`config.mk`:
```
export PLATFORM = sky130hd
export DESIGN_NAME = psi5_init_sequencer
export DESIGN_NICKNAME = d
export VERILOG_FILES = /design/src/rtl/bit_sync2.v /design/src/rtl/cycle_timer.v /design/src/rtl/psi5_init_sequencer.v
export VERILOG_INCLUDE_DIRS = /design/src /design/src/rtl
export SDC_FILE = /design/constraint.sdc
export NUM_CORES = 1
export LEC_CHECK = 0
export BUFFER_PORTS_ARGS = -buffer_cell sky130_fd_sc_hd__buf_2
export CAP_MARGIN = 20
export CORE_MARGIN = 2
export CORE_UTILIZATION = 41
export DETAILED_ROUTE_END_ITERATION = 12
export GPL_TIMING_DRIVEN = 0
export HOLD_SLACK_MARGIN = 0.15
export PLACE_DENSITY_LB_ADDON = 0.2
export SETUP_SLACK_MARGIN = 0.15
export SLEW_MARGIN = 10
export SYNTH_ARGS = -nofsm -noshare
export SYNTH_HDL_FRONTEND = slang
export SYNTH_SLANG_ARGS = --single-unit
```
`constraint.sdc`:
```
create_clock -name mclk_i -period 7.36 [get_ports mclk_i]
set_input_delay 1.104 -clock mclk_i [delete_from_list [all_inputs] [get_ports mclk_i]]
set_output_delay 1.104 -clock mclk_i [all_outputs]
set_load 0.02 [all_outputs]
```
`src/rtl/psi5_init_regs.vh`:
```
// Constants for the PSI5 initialization sequencer.
//
// Overview of operation
// - Three phases in order; phase 1 silent.
// - Set init_done_flag on leaving phase 3.
// - Asynchronous mode: frames for source 0 only.
// - Synchronous mode without daisy chain: frames for every enabled source.
// - Daisy chain: source 0 slot only.
// - Hold reference_pressure error until counter expires.
// - After initialization report range error immediately.
// - Phase 1: settle, watch programming entry window.
// - Phase 2: identifier then data, k repeats.
// - 32 or 48 nibbles; count in nibbles two, three.
// - Phase 2 lasts two frames times k times nibbles.
// - k is 8 asynchronous, 4 synchronous.
// - Serial, part and user nibbles at fixed positions.
// - Extended nibbles 33 to 48 send constants.
// - Self-test starts when phase 1 ends.
// - Busy frames during self-test; bounded retries.
// - Exactly two ready frames after self-test.
// - Latch reference_pressure at second ready frame.
// - Four pressure frames: index then three bits.
// - Data nibble and identifier code tables.
// - Busy, ready and unlocked status codes.

`ifndef PSI5_INIT_REGS_VH
`define PSI5_INIT_REGS_VH

// ----------------------------------------------------------------
// Timing
// ----------------------------------------------------------------
`define CLK_MHZ         100
`define T_POR_US        2000
`define T_PME_US        10000
`define T_ASYNC_US      228
`define T_P0_HOLD_MS    2000
`define POR_CYC         (`T_POR_US * `CLK_MHZ)
`define PME_CYC         (`T_PME_US * `CLK_MHZ)
`define ASYNC_CYC       (`T_ASYNC_US * `CLK_MHZ)
`define P0_HOLD_CYC     (`T_P0_HOLD_MS * 1000 * `CLK_MHZ)
`define TIMER_W         28

// ----------------------------------------------------------------
// Sequence figures
// ----------------------------------------------------------------
`define K_ASYNC         3'd7
`define K_SYNC          3'd3
`define NIB_STD_LAST    6'd31
`define NIB_EXT_LAST    6'd47
`define SN_FIRST        6'd18
`define SN_LAST         6'd27
`define RSVD_NIBBLE     4'h0
`define SRC0_MASK       4'h1

// ----------------------------------------------------------------
// Frame codes
// ----------------------------------------------------------------
`define CODE_DATA_TOP   10'h21f
`define CODE_ID_TOP     10'h20f
`define CODE_P0_BASE    10'h200
`define CODE_BUSY       10'h1e8
`define CODE_READY      10'h1e7
`define CODE_UNLOCKED   10'h1e6
`define CODE_ST_ERR     10'h1ea
`define CODE_P0_ERR     10'h1f4

`endif

```
`src/rtl/bit_sync2.v`:
```
// Two-flop synchroniser for a single level.
`timescale 1ns/10ps

module bit_sync2 (
  // Clock and reset
  input  wire mclk_i,
  input  wire sys_rst_i,
  // Level
  input  wire d_i,
  output reg  q_o
);

  reg meta;

  always @(posedge mclk_i) begin
    if (sys_rst_i) begin
      meta <= 1'b0;
      q_o  <= 1'b0;
    end else begin
      meta <= d_i;
      q_o  <= meta;
    end
  end

endmodule // bit_sync2

```
`src/rtl/cycle_timer.v`:
```
// Cycle counter giving a tick after a set number of cycles.
`timescale 1ns/10ps

module cycle_timer #(
  parameter W = 28
) (
  // Clock and reset
  input  wire         mclk_i,
  input  wire         sys_rst_i,
  // Control
  input  wire         restart_i,
  input  wire         repeat_i,
  input  wire [W-1:0] limit_i,
  // Status
  output reg          tick_o,
  output reg          done_o
);

  reg [W-1:0] count;

  // In repeat mode the tick recurs every limit_i cycles; otherwise
  // the counter stops and done_o stays high until restarted.
  always @(posedge mclk_i) begin
    if (sys_rst_i || restart_i) begin
      count  <= {W{1'b0}};
      tick_o <= 1'b0;
      done_o <= 1'b0;
    end else if (done_o) begin
      tick_o <= 1'b0;
    end else if (count == limit_i - 1'b1) begin
      tick_o <= 1'b1;
      done_o <= ~repeat_i;
      count  <= {W{1'b0}};
    end else begin
      tick_o <= 1'b0;
      count  <= count + 1'b1;
    end
  end

endmodule // cycle_timer

```
`src/rtl/psi5_init_sequencer.v`:
```
// PSI5 power-up initialization sequencer, phases 1 to 3.
`timescale 1ns/10ps
`include "psi5_init_regs.vh"

module psi5_init_sequencer #(
  parameter [27:0] POR_CYC     = `POR_CYC,
  parameter [27:0] PME_CYC     = `PME_CYC,
  parameter [27:0] ASYNC_CYC   = `ASYNC_CYC,
  parameter [27:0] P0_HOLD_CYC = `P0_HOLD_CYC
) (
  // Clock and reset
  input  wire        mclk_i,
  input  wire        sys_rst_i,
  // Configuration
  input  wire        sync_mode_i,
  input  wire        daisy_chain_i,
  input  wire [3:0]  sid_enable_i,
  input  wire        phase2_extended_fields_i,
  input  wire [3:0]  selftest_retry_limit_i,
  input  wire        unlocked_i,
  // Bus events
  input  wire        sync_pulse_i,
  input  wire        pme_detect_i,
  input  wire        daisy_run_i,
  // Identification data
  input  wire [71:0] user_info_bytes_i,
  input  wire [39:0] serial_number_bytes_i,
  input  wire [15:0] part_number_bytes_i,
  // Pressure
  input  wire [11:0] reference_pressure_i,
  input  wire [11:0] p0_low_i,
  input  wire [11:0] p0_high_i,
  // Self-test engine
  input  wire        selftest_done_i,
  input  wire        selftest_pass_i,
  output reg         selftest_start_o,
  output reg         selftest_error_o,
  // Frame output
  output reg         frame_valid_o,
  output reg  [9:0]  frame_code_o,
  output reg  [3:0]  frame_sid_mask_o,
  // Status
  output reg  [2:0]  init_phase_o,
  output reg         init_done_flag_o,
  output reg         prog_mode_o,
  output reg         p0_error_o
);

  // ----------------------------------------------------------------
  // States
  // ----------------------------------------------------------------
  localparam [7:0] S_POR    = 8'h01;
  localparam [7:0] S_PME    = 8'h02;
  localparam [7:0] S_PROG   = 8'h04;
  localparam [7:0] S_P2     = 8'h08;
  localparam [7:0] S_BUSY   = 8'h10;
  localparam [7:0] S_READY  = 8'h20;
  localparam [7:0] S_P0     = 8'h40;
  localparam [7:0] S_NORMAL = 8'h80;

  reg  [7:0]  state;
  reg  [7:0]  next_state;

  // Phase 2 position.
  reg  [5:0]  nib;
  reg  [2:0]  rep;
  reg         half;

  // Phase 3 position.
  reg         rdy_cnt;
  reg  [1:0]  p0_idx;
  reg  [11:0] p0_latch;

  // Self-test control.
  reg         st_run;
  reg         st_complete;
  reg  [3:0]  st_tries;

  // Pressure error hold.
  reg         p0_err_pend;

  reg         sync_prev;
  reg         p1_restart;
  reg         p1_tick_seen;

  wire        sync_lvl;
  wire        async_tick;
  wire        p1_tick;
  wire        hold_tick;

  // ----------------------------------------------------------------
  // Transmission opportunities
  // ----------------------------------------------------------------
  bit_sync2 u_sync (
    .mclk_i    (mclk_i),
    .sys_rst_i (sys_rst_i),
    .d_i       (sync_pulse_i),
    .q_o       (sync_lvl)
  );

  always @(posedge mclk_i) begin
    if (sys_rst_i) begin
      sync_prev <= 1'b0;
    end else begin
      sync_prev <= sync_lvl;
    end
  end

  cycle_timer #(
    .W (`TIMER_W)
  ) u_async (
    .mclk_i    (mclk_i),
    .sys_rst_i (sys_rst_i),
    .restart_i (1'b0),
    .repeat_i  (1'b1),
    .limit_i   (ASYNC_CYC),
    .tick_o    (async_tick),
    .done_o    ()
  );

  // Daisy chain always follows sync pulses.
  wire use_sync = sync_mode_i | daisy_chain_i;
  wire sync_rise = sync_lvl & ~sync_prev;
  wire opp = use_sync ? sync_rise : async_tick;

  wire [3:0] sid_mask = (sync_mode_i & ~daisy_chain_i) ?
                        sid_enable_i :
                        `SRC0_MASK;

  // ----------------------------------------------------------------
  // Phase 1 and pressure hold timers
  // ----------------------------------------------------------------
  cycle_timer #(
    .W (`TIMER_W)
  ) u_p1 (
    .mclk_i    (mclk_i),
    .sys_rst_i (sys_rst_i),
    .restart_i (p1_restart),
    .repeat_i  (1'b0),
    .limit_i   (state[0] ? POR_CYC : PME_CYC),
    .tick_o    (p1_tick),
    .done_o    ()
  );

  // Starts at reset release, is never restarted by the pressure.
  cycle_timer #(
    .W (`TIMER_W)
  ) u_hold (
    .mclk_i    (mclk_i),
    .sys_rst_i (sys_rst_i),
    .restart_i (1'b0),
    .repeat_i  (1'b0),
    .limit_i   (P0_HOLD_CYC),
    .tick_o    (hold_tick),
    .done_o    ()
  );

  wire p0_oor = (reference_pressure_i < p0_low_i) |
                (reference_pressure_i > p0_high_i);

  // ----------------------------------------------------------------
  // Phase 2 nibble content
  // ----------------------------------------------------------------
  wire [2:0]  k_last   = sync_mode_i ? `K_SYNC : `K_ASYNC;
  wire [5:0]  nib_last = phase2_extended_fields_i ?
                         `NIB_EXT_LAST : `NIB_STD_LAST;
  wire [5:0]  sn_off   = nib - `SN_FIRST;
  wire [39:0] sn_sh    = serial_number_bytes_i << {sn_off, 2'b00};

  reg  [3:0]  nib_val;

  always @* begin
    nib_val = `RSVD_NIBBLE;
    if (nib >= `SN_FIRST && nib <= `SN_LAST) begin
      nib_val = sn_sh[39:36];
    end else begin
      case (nib)
        6'd0:  nib_val = user_info_bytes_i[3:0];
        6'd1:  nib_val = {3'b001, phase2_extended_fields_i};
        6'd2:  nib_val = 4'h0;
        6'd3:  nib_val = user_info_bytes_i[11:8];
        6'd4:  nib_val = user_info_bytes_i[15:12];
        6'd5:  nib_val = user_info_bytes_i[19:16];
        6'd6:  nib_val = user_info_bytes_i[23:20];
        6'd7:  nib_val = user_info_bytes_i[27:24];
        6'd8:  nib_val = user_info_bytes_i[31:28];
        6'd9:  nib_val = user_info_bytes_i[35:32];
        6'd10: nib_val = user_info_bytes_i[39:36];
        6'd11: nib_val = user_info_bytes_i[43:40];
        6'd12: nib_val = user_info_bytes_i[47:44];
        6'd13: nib_val = user_info_bytes_i[51:48];
        6'd14: nib_val = user_info_bytes_i[59:56];
        6'd15: nib_val = user_info_bytes_i[63:60];
        6'd16: nib_val = user_info_bytes_i[67:64];
        6'd17: nib_val = user_info_bytes_i[71:68];
        6'd28: nib_val = part_number_bytes_i[11:8];
        6'd29: nib_val = part_number_bytes_i[7:4];
        6'd30: nib_val = part_number_bytes_i[3:0];
        6'd31: nib_val = user_info_bytes_i[55:52];
        default: nib_val = `RSVD_NIBBLE;
      endcase
    end
  end

  wire [9:0] data_code = `CODE_DATA_TOP - {6'h00, nib_val};
  wire [9:0] id_code   = `CODE_ID_TOP - {6'h00, nib[3:0]};

  // Pressure frame: two index bits then three value bits.
  reg  [2:0] p0_bits;

  always @* begin
    case (p0_idx)
      2'd0:    p0_bits = p0_latch[11:9];
      2'd1:    p0_bits = p0_latch[8:6];
      2'd2:    p0_bits = p0_latch[5:3];
      default: p0_bits = p0_latch[2:0];
    endcase
  end

  wire [9:0] p0_code = `CODE_P0_BASE | {5'h00, p0_idx, p0_bits};

  wire [9:0] ready_code = (st_complete & selftest_error_o) ? `CODE_ST_ERR :
                          unlocked_i ? `CODE_UNLOCKED :
                          `CODE_READY;

  // A held pressure error takes the next opportunity in phases 2, 3.
  wire err_slot = p0_err_pend & opp & (state[3] | state[4] | state[5] | state[6]);
  wire seq_opp  = opp & ~err_slot;
  wire p2_end   = half & (rep == k_last) & (nib == nib_last);

  // ----------------------------------------------------------------
  // Sequence state machine
  // ----------------------------------------------------------------
  always @* begin
    next_state = state;
    case (state)
      S_POR: begin
        if (p1_tick) begin
          next_state = S_PME;
        end
      end
      S_PME: begin
        if (pme_detect_i) begin
          next_state = S_PROG;
        end else if (p1_tick ||
                     (state[1] && daisy_chain_i && daisy_run_i)) begin
          next_state = S_PME;
        end
        if (!pme_detect_i && p1_tick_seen && (!daisy_chain_i || daisy_run_i)) begin
          next_state = S_P2;
        end
      end
      S_PROG: begin
        next_state = S_PROG;
      end
      S_P2: begin
        if (seq_opp && p2_end) begin
          next_state = S_BUSY;
        end
      end
      S_BUSY: begin
        if (seq_opp && st_complete) begin
          next_state = S_READY;
        end
      end
      S_READY: begin
        if (seq_opp && rdy_cnt) begin
          next_state = S_P0;
        end
      end
      S_P0: begin
        if (seq_opp && p0_idx == 2'd3) begin
          next_state = S_NORMAL;
        end
      end
      S_NORMAL: begin
        next_state = S_NORMAL;
      end
      default: begin
        next_state = S_POR;
      end
    endcase
  end

  // The window may end before a daisy run command; remember it ended.
  always @(posedge mclk_i) begin
    if (sys_rst_i) begin
      p1_tick_seen <= 1'b0;
      p1_restart   <= 1'b0;
    end else begin
      p1_restart <= state[0] & p1_tick;
      if (state[1] & p1_tick) begin
        p1_tick_seen <= 1'b1;
      end
    end
  end

  // ----------------------------------------------------------------
  // Frames and sequence counters
  // ----------------------------------------------------------------
  always @(posedge mclk_i) begin
    if (sys_rst_i) begin
      state            <= S_POR;
      nib              <= 6'd0;
      rep              <= 3'd0;
      half             <= 1'b0;
      rdy_cnt          <= 1'b0;
      p0_idx           <= 2'd0;
      p0_latch         <= 12'h000;
      frame_valid_o    <= 1'b0;
      frame_code_o     <= 10'h000;
      frame_sid_mask_o <= 4'h0;
      init_phase_o     <= 3'b001;
      init_done_flag_o <= 1'b0;
      prog_mode_o      <= 1'b0;
    end else begin
      state         <= next_state;
      frame_valid_o <= 1'b0;
      init_phase_o  <= {|next_state[6:4], next_state[3], |next_state[1:0]};
      prog_mode_o   <= next_state[2];
      if (err_slot || (state[7] && opp && p0_oor)) begin
        frame_valid_o    <= 1'b1;
        frame_code_o     <= `CODE_P0_ERR;
        frame_sid_mask_o <= sid_mask;
      end else if (seq_opp) begin
        case (state)
          S_P2: begin
            frame_valid_o    <= 1'b1;
            frame_code_o     <= half ? data_code : id_code;
            frame_sid_mask_o <= sid_mask;
            half             <= ~half;
            if (half) begin
              if (rep == k_last) begin
                rep <= 3'd0;
                nib <= nib + 6'd1;
              end else begin
                rep <= rep + 3'd1;
              end
            end
          end
          S_BUSY: begin
            frame_valid_o    <= 1'b1;
            frame_sid_mask_o <= sid_mask;
            frame_code_o     <= st_complete ? ready_code : `CODE_BUSY;
            rdy_cnt          <= st_complete;
          end
          S_READY: begin
            frame_valid_o    <= 1'b1;
            frame_sid_mask_o <= sid_mask;
            frame_code_o     <= ready_code;
            rdy_cnt          <= 1'b1;
            if (rdy_cnt) begin
              p0_latch <= reference_pressure_i;
            end
          end
          S_P0: begin
            frame_valid_o    <= 1'b1;
            frame_sid_mask_o <= sid_mask;
            frame_code_o     <= p0_code;
            p0_idx           <= p0_idx + 2'd1;
            if (p0_idx == 2'd3) begin
              init_done_flag_o <= 1'b1;
            end
          end
          default: begin
            frame_valid_o <= 1'b0;
          end
        endcase
      end
    end
  end

  // ----------------------------------------------------------------
  // Pressure range error
  // ----------------------------------------------------------------
  always @(posedge mclk_i) begin
    if (sys_rst_i) begin
      p0_err_pend <= 1'b0;
      p0_error_o  <= 1'b0;
    end else if (state[7]) begin
      p0_err_pend <= 1'b0;
      if (opp) begin
        p0_error_o <= p0_oor;
      end
    end else if (hold_tick && p0_oor) begin
      p0_err_pend <= 1'b1;
      p0_error_o  <= 1'b1;
    end else if (err_slot) begin
      p0_err_pend <= 1'b0;
    end
  end

  // ----------------------------------------------------------------
  // Self-test control
  // ----------------------------------------------------------------
  wire p1_leave = state[1] & next_state[3];

  always @(posedge mclk_i) begin
    if (sys_rst_i) begin
      st_run           <= 1'b0;
      st_complete      <= 1'b0;
      st_tries         <= 4'd0;
      selftest_start_o <= 1'b0;
      selftest_error_o <= 1'b0;
    end else begin
      selftest_start_o <= 1'b0;
      if (p1_leave) begin
        st_run           <= 1'b1;
        selftest_start_o <= 1'b1;
      end else if (st_run && selftest_done_i) begin
        if (selftest_pass_i) begin
          st_run      <= 1'b0;
          st_complete <= 1'b1;
        end else if (st_tries < selftest_retry_limit_i) begin
          st_tries         <= st_tries + 4'd1;
          selftest_start_o <= 1'b1;
        end else begin
          st_run           <= 1'b0;
          st_complete      <= 1'b1;
          selftest_error_o <= 1'b1;
        end
      end
    end
  end

endmodule // psi5_init_sequencer

```
== Word-level counts from Yosys, hierarchy flattened ==
Cells that the tools add are included.

* $add $sub $neg: 11
* $lt $le $gt $ge: 5
* Equality and inequality tests: 45
* Shift operators: 1
* Muxes and demuxes: 56
* Bitwise gates (word level): 24
* Reduce and logical (&&, ||, !) cells: 53

{| class="wikitable"
|+ Operator list
! operator !! number
|-
| $add A28 B1 Y28 const B || 3
|-
| $mux W28 || 3
|-
| $pmux W4 S21 || 1
|-
| $mux W8 || 8
|-
| $pmux W8 S8 || 1
|-
| $eq A6 B4 Y1 const B || 8
|-
| $pmux W10 S4 || 1
|-
| $shl A40 B8 Y40 || 1
|-
| $eq A6 B5 Y1 const B || 6
|-
| $eq A28 B15 Y1 const B || 1
|-
| $eq A28 B28 Y1 || 1
|-
| $eq A28 B28 Y1 const B || 1
|-
| $mux W4 || 7
|-
| $mux W1 || 26
|-
| $eq A6 B3 Y1 const B || 4
|-
| $sub A20 B1 Y21 const B || 1
|-
| $mux W20 || 1
|-
| $reduce_and A4 Y1 || 5
|-
| $sub A10 B4 Y10 const A || 2
|-
| $mux W9 || 2
|-
| $logic_and A1 B1 Y1 || 13
|-
| $gt A12 B12 Y1 || 1
|-
| $lt A12 B12 Y1 || 1
|-
| $reduce_and A3 Y1 || 4
|-
| 47 further kinds || 93
|}

* Bits in registers: 158
* Input port bits: 183
* Output and inout port bits: 23
* Logic and storage cells: 231

== Logic depth before layout (Yosys ltp) ==
Gate-level depths: netlist (run 1).

* Word-level depth: 13
* Mapped depth: 12
* Depth with buffers taken out: 9

== Modules after synthesis ==
From an unflattened synthesis (run 1), not the netlist that was laid out.

* Cell total of the unflattened synthesis: 1529
* Area total of the unflattened synthesis: 12351.8 µm²

{| class="wikitable"
|+ By module, submodules not included
! module !! times used !! cells an instance !! area an instance (µm²) !! seq. area each (µm²)
|-
| psi5_init_sequencer || 1 || 631 || 4957.3 || 1221.2
|-
| cycle_timer at u_hold ... || 2 || 304 || 2473.6 || 600.6
|-
| cycle_timer at u_async || 1 || 286 || 2394.8 || 600.6
|-
| bit_sync2 || 1 || 4 || 52.6 || 40.0
|}

== Worst setup path before layout (run 1) ==
Ideal clock, no wire load.

* Path type: input -> register
* Start point: in p0_low_i[2]
* End point: reg frame_sid_mask_o[1]
* Setup time: 0.070 ns
* Arrival: 3.233 ns
* Required time: 7.290 ns
* Setup slack: 4.057 ns
* Stages on the path: 10
* Path buffers: 1
* Cells stage by stage: inv_1 > ha_1 > a211o_1 > a31oi_1 > o31ai_1 > a221o_1 > and4_1 > clkbuf_1 > or4b_1 > a21oi_1

* Cells in the longest elaborated chain, start to end: 6
* Elaborated cells on any way between the ends: 8
* Those cells by class: 1 x order compare; 1 x mux; 1 x bitwise; 5 x reduce/logical

{| class="wikitable"
|+ RTL lines
! what !! line !! text
|-
| from (decl) || psi5_init_sequencer.v:31 || <nowiki>input wire [11:0] p0_low_i,</nowiki>
|-
| $lt A12 B12 Y1 * || psi5_init_sequencer.v:158 || <nowiki>wire p0_oor = (reference_pressure_i < p0_low_i) |</nowiki>
|-
| $or A1 B1 Y1 * || psi5_init_sequencer.v:158 ||
|-
| $logic_and A1 B1 Y1 * || psi5_init_sequencer.v:321 || <nowiki>if (err_slot || (state[7] && opp && p0_oor)) begin</nowiki>
|-
| $logic_or A1 B1 Y1 * || psi5_init_sequencer.v:321 ||
|-
| $reduce_bool A2 Y1 (no source line) || -- ||
|-
| $reduce_and A2 Y1 (no source line) || -- ||
|-
| to (signal assigned) || psi5_init_sequencer.v:324 || <nowiki>frame_sid_mask_o <= sid_mask;</nowiki>
|-
| to (signal assigned) || psi5_init_sequencer.v:330 || <nowiki>frame_sid_mask_o <= sid_mask;</nowiki>
|-
| to (signal assigned) || psi5_init_sequencer.v:343 || <nowiki>frame_sid_mask_o <= sid_mask;</nowiki>
|-
| to (decl) || psi5_init_sequencer.v:41 || <nowiki>output reg [3:0] frame_sid_mask_o,</nowiki>
|}

Every way passes the cells marked *; elsewhere a longest branch is shown, timed or not.
A chain may end at the register's enable or synchronous reset.

== Worst setup path in the final report (run 1) ==
* Start point: reg nib[0]
* End point: reg frame_code_o[1]

* Cells in the longest elaborated chain, start to end: 6
* Elaborated cells on any way between the ends: 32
* Those cells by class: 3 x add/sub; 2 x order compare; 20 x eq/ne; 1 x shift; 4 x mux; 2 x reduce/logical

{| class="wikitable"
|+ RTL lines
! what !! line !! text
|-
| from (decl) || psi5_init_sequencer.v:65 || <nowiki>reg [5:0] nib;</nowiki>
|-
| from (signal assigned) || psi5_init_sequencer.v:335 || <nowiki>nib <= nib + 6'd1;</nowiki>
|-
| $sub A6 B5 Y6 (no source line) (tied with other cells) || -- ||
|-
| $shl A40 B8 Y40 (tied with other cells) || psi5_init_sequencer.v:168 || <nowiki>wire [39:0] sn_sh = serial_number_bytes_i << {sn_off, 2'b00};</nowiki>
|-
| $mux W4 || psi5_init_sequencer.v:174 || <nowiki>if (nib >= `SN_FIRST && nib <= `SN_LAST) begin</nowiki>
|-
| $sub A10 B4 Y10 (no source line) || -- ||
|-
| $mux W10 * || psi5_init_sequencer.v:329 || <nowiki>frame_code_o <= half ? data_code : id_code;</nowiki>
|-
| $pmux W10 S4 * || psi5_init_sequencer.v:326 || <nowiki>case (state)</nowiki>
|-
| to (signal assigned) || psi5_init_sequencer.v:323 || <nowiki>frame_code_o <= `CODE_P0_ERR;</nowiki>
|-
| to (signal assigned) || psi5_init_sequencer.v:329 ||
|-
| to (signal assigned) || psi5_init_sequencer.v:344 || <nowiki>frame_code_o <= st_complete ? ready_code : `CODE_BUSY;</nowiki>
|-
| to (decl) || psi5_init_sequencer.v:40 || <nowiki>output reg [9:0] frame_code_o,</nowiki>
|}

Marks and branches as above.

==> results of run 1 <==
cell usage after synthesis (4+ instances only):
cell type  count  area (sq um)
nor3b_1        4          30.0
buf_2          7          35.0
o22ai_1        5          31.3
dfxtp_1      152          3040
mux2_2         8          90.1
a22o_1         4          35.0
inv_1         50           188
o21ai_0       27           135
buf_4          5          37.5
a21oi_1       58           290
o21a_1         4          30.0
a21o_1         9          67.6
and3_1        19           119
nor2b_1       18           113
and2_1         8          50.1
or3_1         10          62.6
ha_1          43           538
mux2i_1       13           130
o31ai_1        4          30.0
and4_1         6          52.6
nand2_1      109           409
clkbuf_1      31           116
nand3_1       56           280
xnor2_1       29           254
nor4b_1        4          35.0
or4b_1         4          40.0
a22oi_1       14           105
o2111ai_1      5          43.8
a2111oi_0      5          43.8
o211ai_1       7          52.6
nor2_1       149           559
xor2_1        57           499
nor4_1        18           113
a211oi_1       7          52.6
a31oi_1        6          37.5
nand2b_1      11          68.8
nand4_1       23           144
nor3_1        22           110
a222oi_1       5          50.1
buf_1          5          18.8
mux4_2        10           225
layout make-up:
cell class                      count  area, sq um  share of cell area
Tap cell                          275          344              0.0318
Inverter                           50          188              0.0173
Buffer                             51          241              0.0223
Multi-Input combinational cell    836         5430               0.502
Timing Repair Buffer              197          986              0.0910
Sequential cell                   152         3040               0.281
Clock inverter                     13          145              0.0134
Clock buffer                       19          453              0.0418
power by group:
group          switching (mW)  total, mW  internal (mW)
logic                  0.0688      0.135         0.0666
registers             0.00380      0.831          0.827
clock network           0.358      0.877          0.520
how the worst min path moves through the flow:
stage | slack, ns | from | end | cells past startpoint
2_1_floorplan | 0.41 | u_sync.meta | u_sync.q_o | 1
3_3_place_gp | 0.42 | u_sync.meta | u_sync.q_o | 1
3_5_place_dp | 0.42 | u_sync.meta | u_sync.q_o | 1
4_1_cts | 0.45 | u_sync.meta | u_sync.q_o | 1
5_1_grt | 0.47 | u_sync.q_o | sync_prev | 1
6_report | 0.45 | u_async.count[0] | u_async.count[0] | 1
critical path, cell delays in order (launching register included):
cell	delay, ns
dfxtp_1	0.36
clkbuf_1	0.54
clkbuf_1	0.59
inv_1	0.15
ha_1	0.33
a222oi_1	0.33
nor4_1	0.07
a2111oi_0	0.77
o2111ai_1	0.21
a211oi_1	0.25
o2111ai_1	0.13
a211oi_1	0.21
state kept, by name (all words and copies together) (netlist names), 3 cells and up:
| signal | cells |
|---|---|
| frame_sid_mask_o | 4 |
| st_tries | 4 |
| u_p1.count | 28 |
| p0_latch | 12 |
| nib | 6 |
| state | 7 |
| rep | 3 |
| u_async.count | 28 |
| init_phase_o | 3 |
| u_hold.count | 28 |
| frame_code_o | 7 |
per-stage QoR:
step | std cells | hold WS [ns] | total power [mW] | area, sq um | utilization
detailed placement | 1561 | 0.425 | 0.985 | 10200 | 0.484
finish | 1593 | 0.450 | 1.84 | 10800 | 0.512
floorplan | 1089 | 0.414 | 0.911 | 8900 | -
global placement | 1561 | 0.419 | 0.983 | 10200 | 0.484
CTS | 1593 | 0.449 | 1.87 | 10800 | 0.512
global route | 1593 | 0.467 | 1.91 | 10800 | 0.512
layer usage:
metal	GRT usage	part of all wire
met2	0.363	0.46
met5	0	0
met3	0.0331	0.060
met1	0.288	0.44
met4	0.0981	0.034
kinds of logic after synthesis:
| group | Yosys count | synth area share |
|---|---|---|
| adder cells (fa/ha/maj) | 43 | 0.0604 |
| flip-flops | 152 | 0.342 |
| multiplexers | 31 | 0.0500 |
| buffers and inverters | 101 | 0.0482 |
| XOR/XNOR | 86 | 0.0846 |
| AO/OA/AOI/OAI | 190 | 0.143 |
| AND/OR/NAND/NOR | 486 | 0.272 |
==> out/metrics.csv, run 1 <==
metric,value,unit
vdd_drop_max,0.000167,V
n_antenna_cell,0,
drt-initial-drc-count,381,
wl_per_cell,15.9,um
final_cell_mix,"buf_2, dfxtp_1, nor2_1",
cp-start-kind,flop,
cts_htree_levels,4,
grt_max_degree,17,
ys_types,77,
synth_edf_count,0,
port_buffers,197,
cts_buffers,17,
status,completed,
totalWireLength,25.4,mm
top_level_ports,206,
clockBufferDepth,2,
cp_data_required_time,7.70,ns
synth_area,8900,sq um
syn_inst,1089,
crit_fanout,10,
r2r_start,nib[0],
drtPass1Iterations,6,
nNetsFinal,1531,
nFillCells,2065,
cts_sinks,152,
cp-startpoint,nib[0],
period_minus_slack,4.02,ns
synth_warnings,0,
num_rows,53,
r2r_end,frame_code_o[1],
rsz0062_at_grt,false,
cap_violations,0,
clockRootBuffer,clkbuf_16,
critPathKind,flop to flop,
post-route-drc-count,0,
finalHoldViolations,0,
r2r_setup_slack,3.34,ns
hpwl,19.6,mm
ctsResizeCount,0,
ctsHoldBuffers,0,
clock.fmax,0.249,GHz
fin_ws,3.34,ns
drive_gt1_frac,0.211,
rr_worst_depth,11,
synth_fp_nets,1315,
worst_skew_pair.late_latency,0.43,ns
min_period_over_period,0.547,
finalSetupTns,0,ns
vias,8480,
slew_violations,0,
post_cts_buffers,0,
dp_slack,3.38,ns
end_kind,flop,
worstPathArrival,4.36,ns
initial_core_util,0.421,
mostFrequentLayoutCell,buf_2,
synthArstFlopShare,0,
clk_transition_reported_paths,0.06,ns
p_leak,4.39,nW
power_density,170,nW/um^2
grt_usage,0.221,
avgViaCountPerCell,5.32,
gp_congestion,0.947,
die_area,22900,sq um
relSlewSlack,0.389,
ys_ff_latch,152,
fin_skew,0.0103,ns
die_height,151,um
grt_pass1_vias,7892,
syn2layout_area_growth,21.7,%
min_path_type,flop to flop,
die_x,151,um
grt_pass1_wl,39.9,mm
syn_area_per_cell,8.18,sq um
antenna_found_initial,0,
core_area,21200,sq um
detail-route-antenna-nets,0,
synth-seq-area-share,0.342,
worst_slew_pin_slew,0.894,ns
grt_overflow,0,
critPathCapture,frame_code_o[1],
cts_tree,built,
synthFlopType,dfxtp_1,
finalSetupViolations,0,
(Power assumes the default switching activity.)
==> run 2: changes to the inputs <==
--- a/config.mk
+++ b/config.mk
@@ -6,6 +6,7 @@
 export SDC_FILE = /design/constraint.sdc
 export NUM_CORES = 1
 export LEC_CHECK = 0
+export ABC_AREA = 1
 export BUFFER_PORTS_ARGS = -buffer_cell sky130_fd_sc_hd__buf_2
 export CAP_MARGIN = 20
 export CORE_MARGIN = 2
==> constraint.sdc (replaced) <==
create_clock -name mclk_i -period 3.6 [get_ports mclk_i]
set_input_delay 0.54 -clock mclk_i [delete_from_list [all_inputs] [get_ports mclk_i]]
set_output_delay 0.54 -clock mclk_i [all_outputs]
set_load 0.02 [all_outputs]
==> out/metrics.csv, run 2 <==
metric,value,unit,change
status,completed,,unchanged
top_regs,"u_async.count: 28 flops, u_hold.count: 28 flops, u_p1.count: 28 flops",,unchanged
critPathKind,flop to flop,,unchanged
die_area,26100,sq um,"was 22,900 sq um"
ys_top_cells_by_count,"nand2_1, nor2_1, inv_1, dfxtp_1, nand3_1",,"was dfxtp_1, nor2_1, nand2_1, a21oi_1, xor2_1"
avgViaCountPerCell,5.10,,was 5.32
internal_power,2.84,mW,was 1.41 mW
crit_fanout,11,,was 10
finalSetupTns,0,ns,unchanged
p_leak,5.46,nW,was 4.39 nW
worstPathArrival,3.32,ns,was 4.36 ns
synth_edf_count,0,,unchanged
die_x,161,um,was 151 um
post-route-drc-count,0,,unchanged
grt_pass1_wl,48.8,mm,was 39.9 mm
cap_violations,0,,unchanged
detail-route-antenna-nets,0,,unchanged
initial_core_util,0.418,,was 0.421
worst_skew_pair.late_latency,0.42,ns,was 0.43 ns
nFillCells,2577,,"was 2,065"
grt_max_degree,17,,unchanged
fin_skew,0.00660,ns,was 0.0103 ns
grt_pass1_vias,10400,,"was 7,892"
finalSetupViolations,0,,unchanged
p_sw,0.864,mW,was 0.430 mW
num_rows,57,,was 53
synthFlopType,dfxtp_1,,unchanged
power_density,306,nW/um^2,was 170 nW/um^2
fin_cells,2131,,"was 1,593"
crit_slowest_cell,nor2_1,,was a2111oi_0
power_frac_comb,0.072,,was 0.073
syn_inst,1578,,"was 1,089"
totalWireLength,29.5,mm,was 25.4 mm
drt-initial-drc-count,780,,was 381
yosysMostFrequentCell,nand2_1,,was dfxtp_1
post_cts_buffers,0,,unchanged
cts_buffers,17,,unchanged
synth_fp_nets,1804,,"was 1,315"
cts_htree_levels,4,,unchanged
end_kind,flop,,unchanged
synth_top_cell_area_share,0.300,,was 0.342
drive_gt1_frac,0.185,,was 0.211
period_minus_slack,3.01,ns,was 4.02 ns
hpwl,23.4,mm,was 19.6 mm
synth_area,10200,sq um,was 8900 sq um
clkPwrFrac,0.469,,was 0.476
grt_usage,0.227,,was 0.221
grt_overflow,0,,unchanged
worst_slew_pin_slew,0.694,ns,was 0.894 ns
yosys.area_share.xor_xnor,0.0353,,was 0.0846
drtPass1Iterations,5,,was 6
crit_path_max_incr_delay,0.45,ns,was 0.77 ns
antenna_found_initial,2,,was 0
vias,10900,,"was 8,480"
cts_tree,built,,unchanged
placedCellCount,2099,,"was 1,561"
synth_top_family_by_area,simple AND/OR/NAND/NOR gates,,unchanged
wl_per_cell,13.9,um,was 15.9 um
synthSimpleGateAreaFrac,0.402,,was 0.272
switching_share,0.233,,about the same
nNetsFinal,2020,,"was 1,531"
slew_violations,0,,unchanged
clk_transition_reported_paths,0.06,ns,about the same
ctsHoldBuffers,0,,unchanged
ys_types,57,,was 77
syn2layout_area_growth,19.3,%,was 21.7%
rsz0062_at_grt,false,,unchanged
die_height,161,um,was 151 um
port_buffers,197,,unchanged
cp-start-kind,flop,,unchanged
synth-compound-area-share,0.107,,was 0.143
relSlewSlack,0.537,,was 0.389
vdd_drop_max,0.000343,V,was 0.000167 V
path_cells,inv_2 -> buf_2 -> buf_2 -> ha_1 -> buf_2 -> nand2_1 -> nor2_1 -> nand2_1 -> nand2_1 -> inv_1 -> nand2_1 -> nor2_1 -> nand2_1 -> nand2_1 -> nand2_1 -> nand2_1 -> nand2_1 -> nand2_1 -> nand2_1 -> nor2_1,,was clkbuf_1 -> clkbuf_1 -> inv_1 -> ha_1 -> a222oi_1 -> nor4_1 -> a2111oi_0 -> o2111ai_1 -> a211oi_1 -> o2111ai_1 -> a211oi_1
final_cell_mix,"nand2_1, nor2_1, buf_2",,"was buf_2, dfxtp_1, nor2_1"
synth_area_leaders,"dfxtp_1, nand2_1, nor2_1",,"was dfxtp_1, nor2_1, ha_1"
gp_congestion,0.939,,was 0.947
cp_data_required_time,3.91,ns,was 7.70 ns
ctsResizeCount,0,,unchanged
clockRootBuffer,clkbuf_16,,unchanged
ys_ff_latch,152,,unchanged
min_period_over_period,0.837,,was 0.547
synth_mux_area_frac,0,,was 0.0500
crit_top_cell,nand2_1,,
clockBufferDepth,2,,unchanged
synth_warnings,0,,unchanged
finalHoldViolations,0,,unchanged
synthArstFlopShare,0,,unchanged
mostFrequentLayoutCell,nand2_1,,was buf_2
cts_sinks,152,,unchanged
synth-seq-area-share,0.300,,was 0.342
pwr-share-seq,0.459,,was 0.451
top_level_ports,206,,unchanged
min_path_type,input port to flop,,was flop to flop
synth_fa_ha_area_frac,0.0530,,was 0.0604
clock.fmax,0.332,GHz,was 0.249 GHz
core_area,24300,sq um,"was 21,200 sq um"
synth_top_area_cell,dfxtp_1,,unchanged
syn_area_per_cell,6.44,sq um,was 8.18 sq um
[run 2: changes by cell type after synthesis, moves of 18 or more]
cell	before	now
inv_2	0	21
o21ai_1	3	22
nand3_1	56	113
nand4_1	23	58
a21oi_1	58	98
nand2_1	109	369
xnor2_1	29	10
nor2_1	149	216
inv_1	50	184
and3_1	19	1
xor2_1	57	31
nor2b_1	18	0
[run 2: layout make-up]
class	instances	area (sq um)	area share
Inverter	208	783	0.0646
Timing Repair Buffer	197	986	0.0813
Multi-Input combinational cell	1169	6070	0.501
Sequential cell	152	3040	0.251
Tap cell	324	405	0.0334
Buffer	49	264	0.0218
Clock inverter	13	131	0.0108
Clock buffer	18	439	0.0362
Antenna cell	1	2.50	0.000206
[run 2: path summary, 6_finish.rpt]
path                                    from               to  slack (ns)  cells after the start
worst max-delay path                  nib[0]  frame_code_o[3]        0.59                     20
worst min-delay path            sync_pulse_i      u_sync.meta        0.36                      3
worst max register to register        nib[0]  frame_code_o[3]        0.59                     20
worst min register to register   u_sync.meta       u_sync.q_o        0.40                      2
[run 2: per-stage QoR]
step                total power, mW  utilization  worst slack [ns]  instance area [sq um]  hold WS (ns)
floorplan                      1.86            -              1.49                  10200         0.388
global placement               2.00        0.475             0.626                  11600         0.396
detailed placement             2.01        0.475             0.629                  11600         0.395
CTS                            3.74        0.498             0.614                  12100         0.345
global route                   3.85        0.498             0.343                  12100         0.370
finish                         3.71        0.499             0.588                  12100         0.360
[run 2: logic make-up after synthesis]
family                   count (synthesis)
flip-flops                             152
adder cells (fa/ha/maj)                 43
XOR/XNOR                                41
AO/OA/AOI/OAI                          195
AND/OR/NAND/NOR                        890
buffers and inverters                  257
[run 2: routing by layer]
layer	vias to the layer above	routed length, um	track usage
met1	4870	13200	0.285
met4	0	870	0.0905
met2	348	13700	0.390
met3	61	1730	0.0354
met5	-	0	0
li1	5594	-	-
[run 2: power groups by stage]
| stage | sequential [mW] | clock, mW | combinational, mW |
|---|---|---|---|
| floorplan | 1.74 | 0 | 0.122 |
| global placement | 1.74 | 0 | 0.266 |
| detailed placement | 1.74 | 0 | 0.269 |
| CTS | 1.70 | 1.77 | 0.271 |
| global route | 1.70 | 1.84 | 0.308 |
| finish | 1.70 | 1.74 | 0.268 |
[run 2: worst max-delay path: cells and delay by family, from the launching register on]
kind                     cells  cell delay, ns
adder cells (fa/ha/maj)      1            0.20
AND/OR/NAND/NOR             14            1.42
flip-flops                   1            0.39
buffers and inverters        5            0.91
==> run 3: changes to the inputs <==
==> constraint.sdc (replaced) <==
create_clock -name mclk_i -period 2.82 [get_ports mclk_i]
set_input_delay 0.423 -clock mclk_i [delete_from_list [all_inputs] [get_ports mclk_i]]
set_output_delay 0.423 -clock mclk_i [all_outputs]
set_load 0.02 [all_outputs]
==> out/metrics.csv, run 3 (same netlist as run 2, synthesis figures left out) <==
metric,value,unit,change
rr_worst_depth,20,,unchanged
hpwl,23.4,mm,unchanged
clk_transition_reported_paths,0.06,ns,about the same
r2r_start,nib[0],,unchanged
worst_hold_path.endpoint,u_sync.meta,,unchanged
internal_power,3.63,mW,was 2.84 mW
gp_congestion,0.939,,unchanged
relSlewSlack,0.539,,was 0.537
grt_pass1_wl,48.8,mm,about the same
nFillCells,2573,,"was 2,577"
clockBufferDepth,2,,unchanged
vdd_drop_max,0.000437,V,was 0.000343 V
slew_violations,0,,unchanged
worst_slew_pin_slew,0.692,ns,was 0.694 ns
top_regs,"u_async.count: 28 flops, u_hold.count: 28 flops, u_p1.count: 28 flops",,unchanged
r2r_setup_slack,0.36,ns,was 0.59 ns
die_area,26100,sq um,unchanged
cts_sinks,152,,unchanged
power_density,388,nW/um^2,was 306 nW/um^2
min-delay-start,sync_pulse_i,,unchanged
top_level_ports,206,,unchanged
port_buffers,197,,unchanged
grt_pass1_vias,10400,,about the same
num_rows,57,,unchanged
p_leak,5.47,nW,was 5.46 nW
worst_skew_pair.late_latency,0.42,ns,about the same
cap_violations,0,,unchanged
period_minus_slack,2.46,ns,was 3.01 ns
totalWireLength,29.5,mm,about the same
initial_core_util,0.418,,unchanged
cp_data_required_time,3.18,ns,was 3.91 ns
p_sw,1.10,mW,was 0.864 mW
detail-route-antenna-nets,0,,unchanged
critPathKind,flop to flop,,unchanged
end_kind,flop,,unchanged
final_cell_mix,"nand2_1, nor2_1, buf_2",,unchanged
grt_overflow,0,,unchanged
worstPathArrival,2.82,ns,was 3.32 ns
drt-initial-drc-count,823,,was 780
min_period_over_period,0.871,,was 0.837
post-route-drc-count,0,,unchanged
hold_ws,0.243,ns,was 0.360 ns
vias,10800,,"was 10,900"
clkPwrFrac,0.468,,was 0.469
cts_htree_levels,4,,unchanged
min_path_type,input port to flop,,unchanged
finalSetupViolations,0,,unchanged
grt_usage,0.227,,about the same
drive_gt1_frac,0.190,,was 0.185
holdPathStages,3,,unchanged
fin_ws,0.363,ns,was 0.588 ns
nNetsFinal,2020,,unchanged
switching_share,0.232,,was 0.233
syn2layout_area_growth,19.9,%,was 19.3%
r2r_end,frame_code_o[3],,unchanged
antenna_found_initial,2,,unchanged
finalHoldViolations,0,,unchanged
dp_slack,-0.151,ns,was 0.629 ns
crit_fanout,11,,unchanged
clockRootBuffer,clkbuf_16,,unchanged
rsz0062_at_grt,true,,was false
cts_buffers,17,,unchanged
wl_per_cell,13.8,um,was 13.9 um
grt_max_degree,17,,unchanged
pwr-share-seq,0.459,,about the same
clock.fmax,0.407,GHz,was 0.332 GHz
die_height,161,um,unchanged
core_area,24300,sq um,unchanged
mostFrequentLayoutCell,nand2_1,,unchanged
status,completed,,unchanged
avgViaCountPerCell,5.09,,was 5.10
cp-start-kind,flop,,unchanged
die_x,161,um,unchanged
fin_skew,0.00669,ns,was 0.00660 ns
cts_tree,built,,unchanged
power_frac_comb,0.073,,was 0.072
drtPass1Iterations,5,,unchanged
==> run 3: worst max path at each step <==
stage                      end  slack [ns]  cells past startpoint   start
3_3_place_gp   frame_code_o[3]       -0.15                     20  nib[0]
2_1_floorplan  frame_code_o[3]        0.71                     20  nib[0]
3_5_place_dp   frame_code_o[3]       -0.15                     20  nib[0]
6_report       frame_code_o[3]        0.36                     20  nib[0]
5_1_grt        frame_code_o[3]        0.13                     20  nib[0]
4_1_cts        frame_code_o[3]        0.20                     20  nib[0]
==> run 3: cell type report <==
| class | count | area, sq um | area share |
|---|---|---|---|
| diodes | 1 | 2.50 | 0.000206 |
| plain buffers | 49 | 277 | 0.0227 |
| clock buffers | 18 | 439 | 0.0361 |
| clock inverters | 13 | 131 | 0.0108 |
| inverters | 208 | 783 | 0.0643 |
| multi-input cells | 1169 | 6110 | 0.502 |
| flip-flops and latches | 152 | 3050 | 0.250 |
| well taps | 324 | 405 | 0.0333 |
| repair buffers | 197 | 986 | 0.0810 |
==> run 3: power by group through the flow <==
stage	Sequential [mW]	Combinational (mW)	Clock, mW
3_5_place_dp	2.22	0.343	0
4_1_cts	2.17	0.346	2.26
5_1_grt	2.17	0.393	2.35
2_1_floorplan	2.22	0.156	0
3_3_place_gp	2.22	0.340	0
6_report	2.17	0.343	2.21
==> run 3: per-layer routing <==
layer | GRT usage | up-vias | wire [um]
met5 | 0 | - | 0
met4 | 0.0905 | 0 | 877
met3 | 0.0354 | 63 | 1620
met2 | 0.390 | 312 | 13800
met1 | 0.284 | 4869 | 13200
li1 | - | 5598 | -
==> run 3: worst max-delay path, stage by stage, from the launching register on <==
cell	delay, ns
dfxtp_2	0.40
inv_2	0.08
clkbuf_4	0.19
buf_6	0.16
ha_1	0.20
clkbuf_4	0.20
inv_1	0.12
nor2_4	0.06
nand3_1	0.08
nand2_1	0.06
nor2_1	0.10
nand2_1	0.06
nor2_1	0.11
nand2_1	0.10
nand2_1	0.12
nand2_1	0.06
nand2_1	0.06
nand2_1	0.05
nand2_1	0.05
nand2_1	0.04
nor2_1	0.07
==> run 3: what timing repair did <==
| item | CTS | global route |
|---|---|---|
| setup buffers | 0 | 0 |
| endpoints found under the setup margin | 4 | 5 |
| gates cloned | 0 | 0 |
| pin swaps | 0 | 1 |
| hold buffers | 0 | 0 |
| resized for setup | 11 | 7 |
==> run 3: per-stage QoR <==
step                 util  setup TNS [ns]  cell area, sq um  cells  total power [mW]
floorplan               -               0             10200   1578              2.37
global placement    0.475          -0.437             11600   2099              2.56
detailed placement  0.475          -0.446             11600   2099              2.56
CTS                 0.500               0             12200   2130              4.77
global route        0.501               0             12200   2130              4.91
finish              0.501               0             12200   2131              4.73
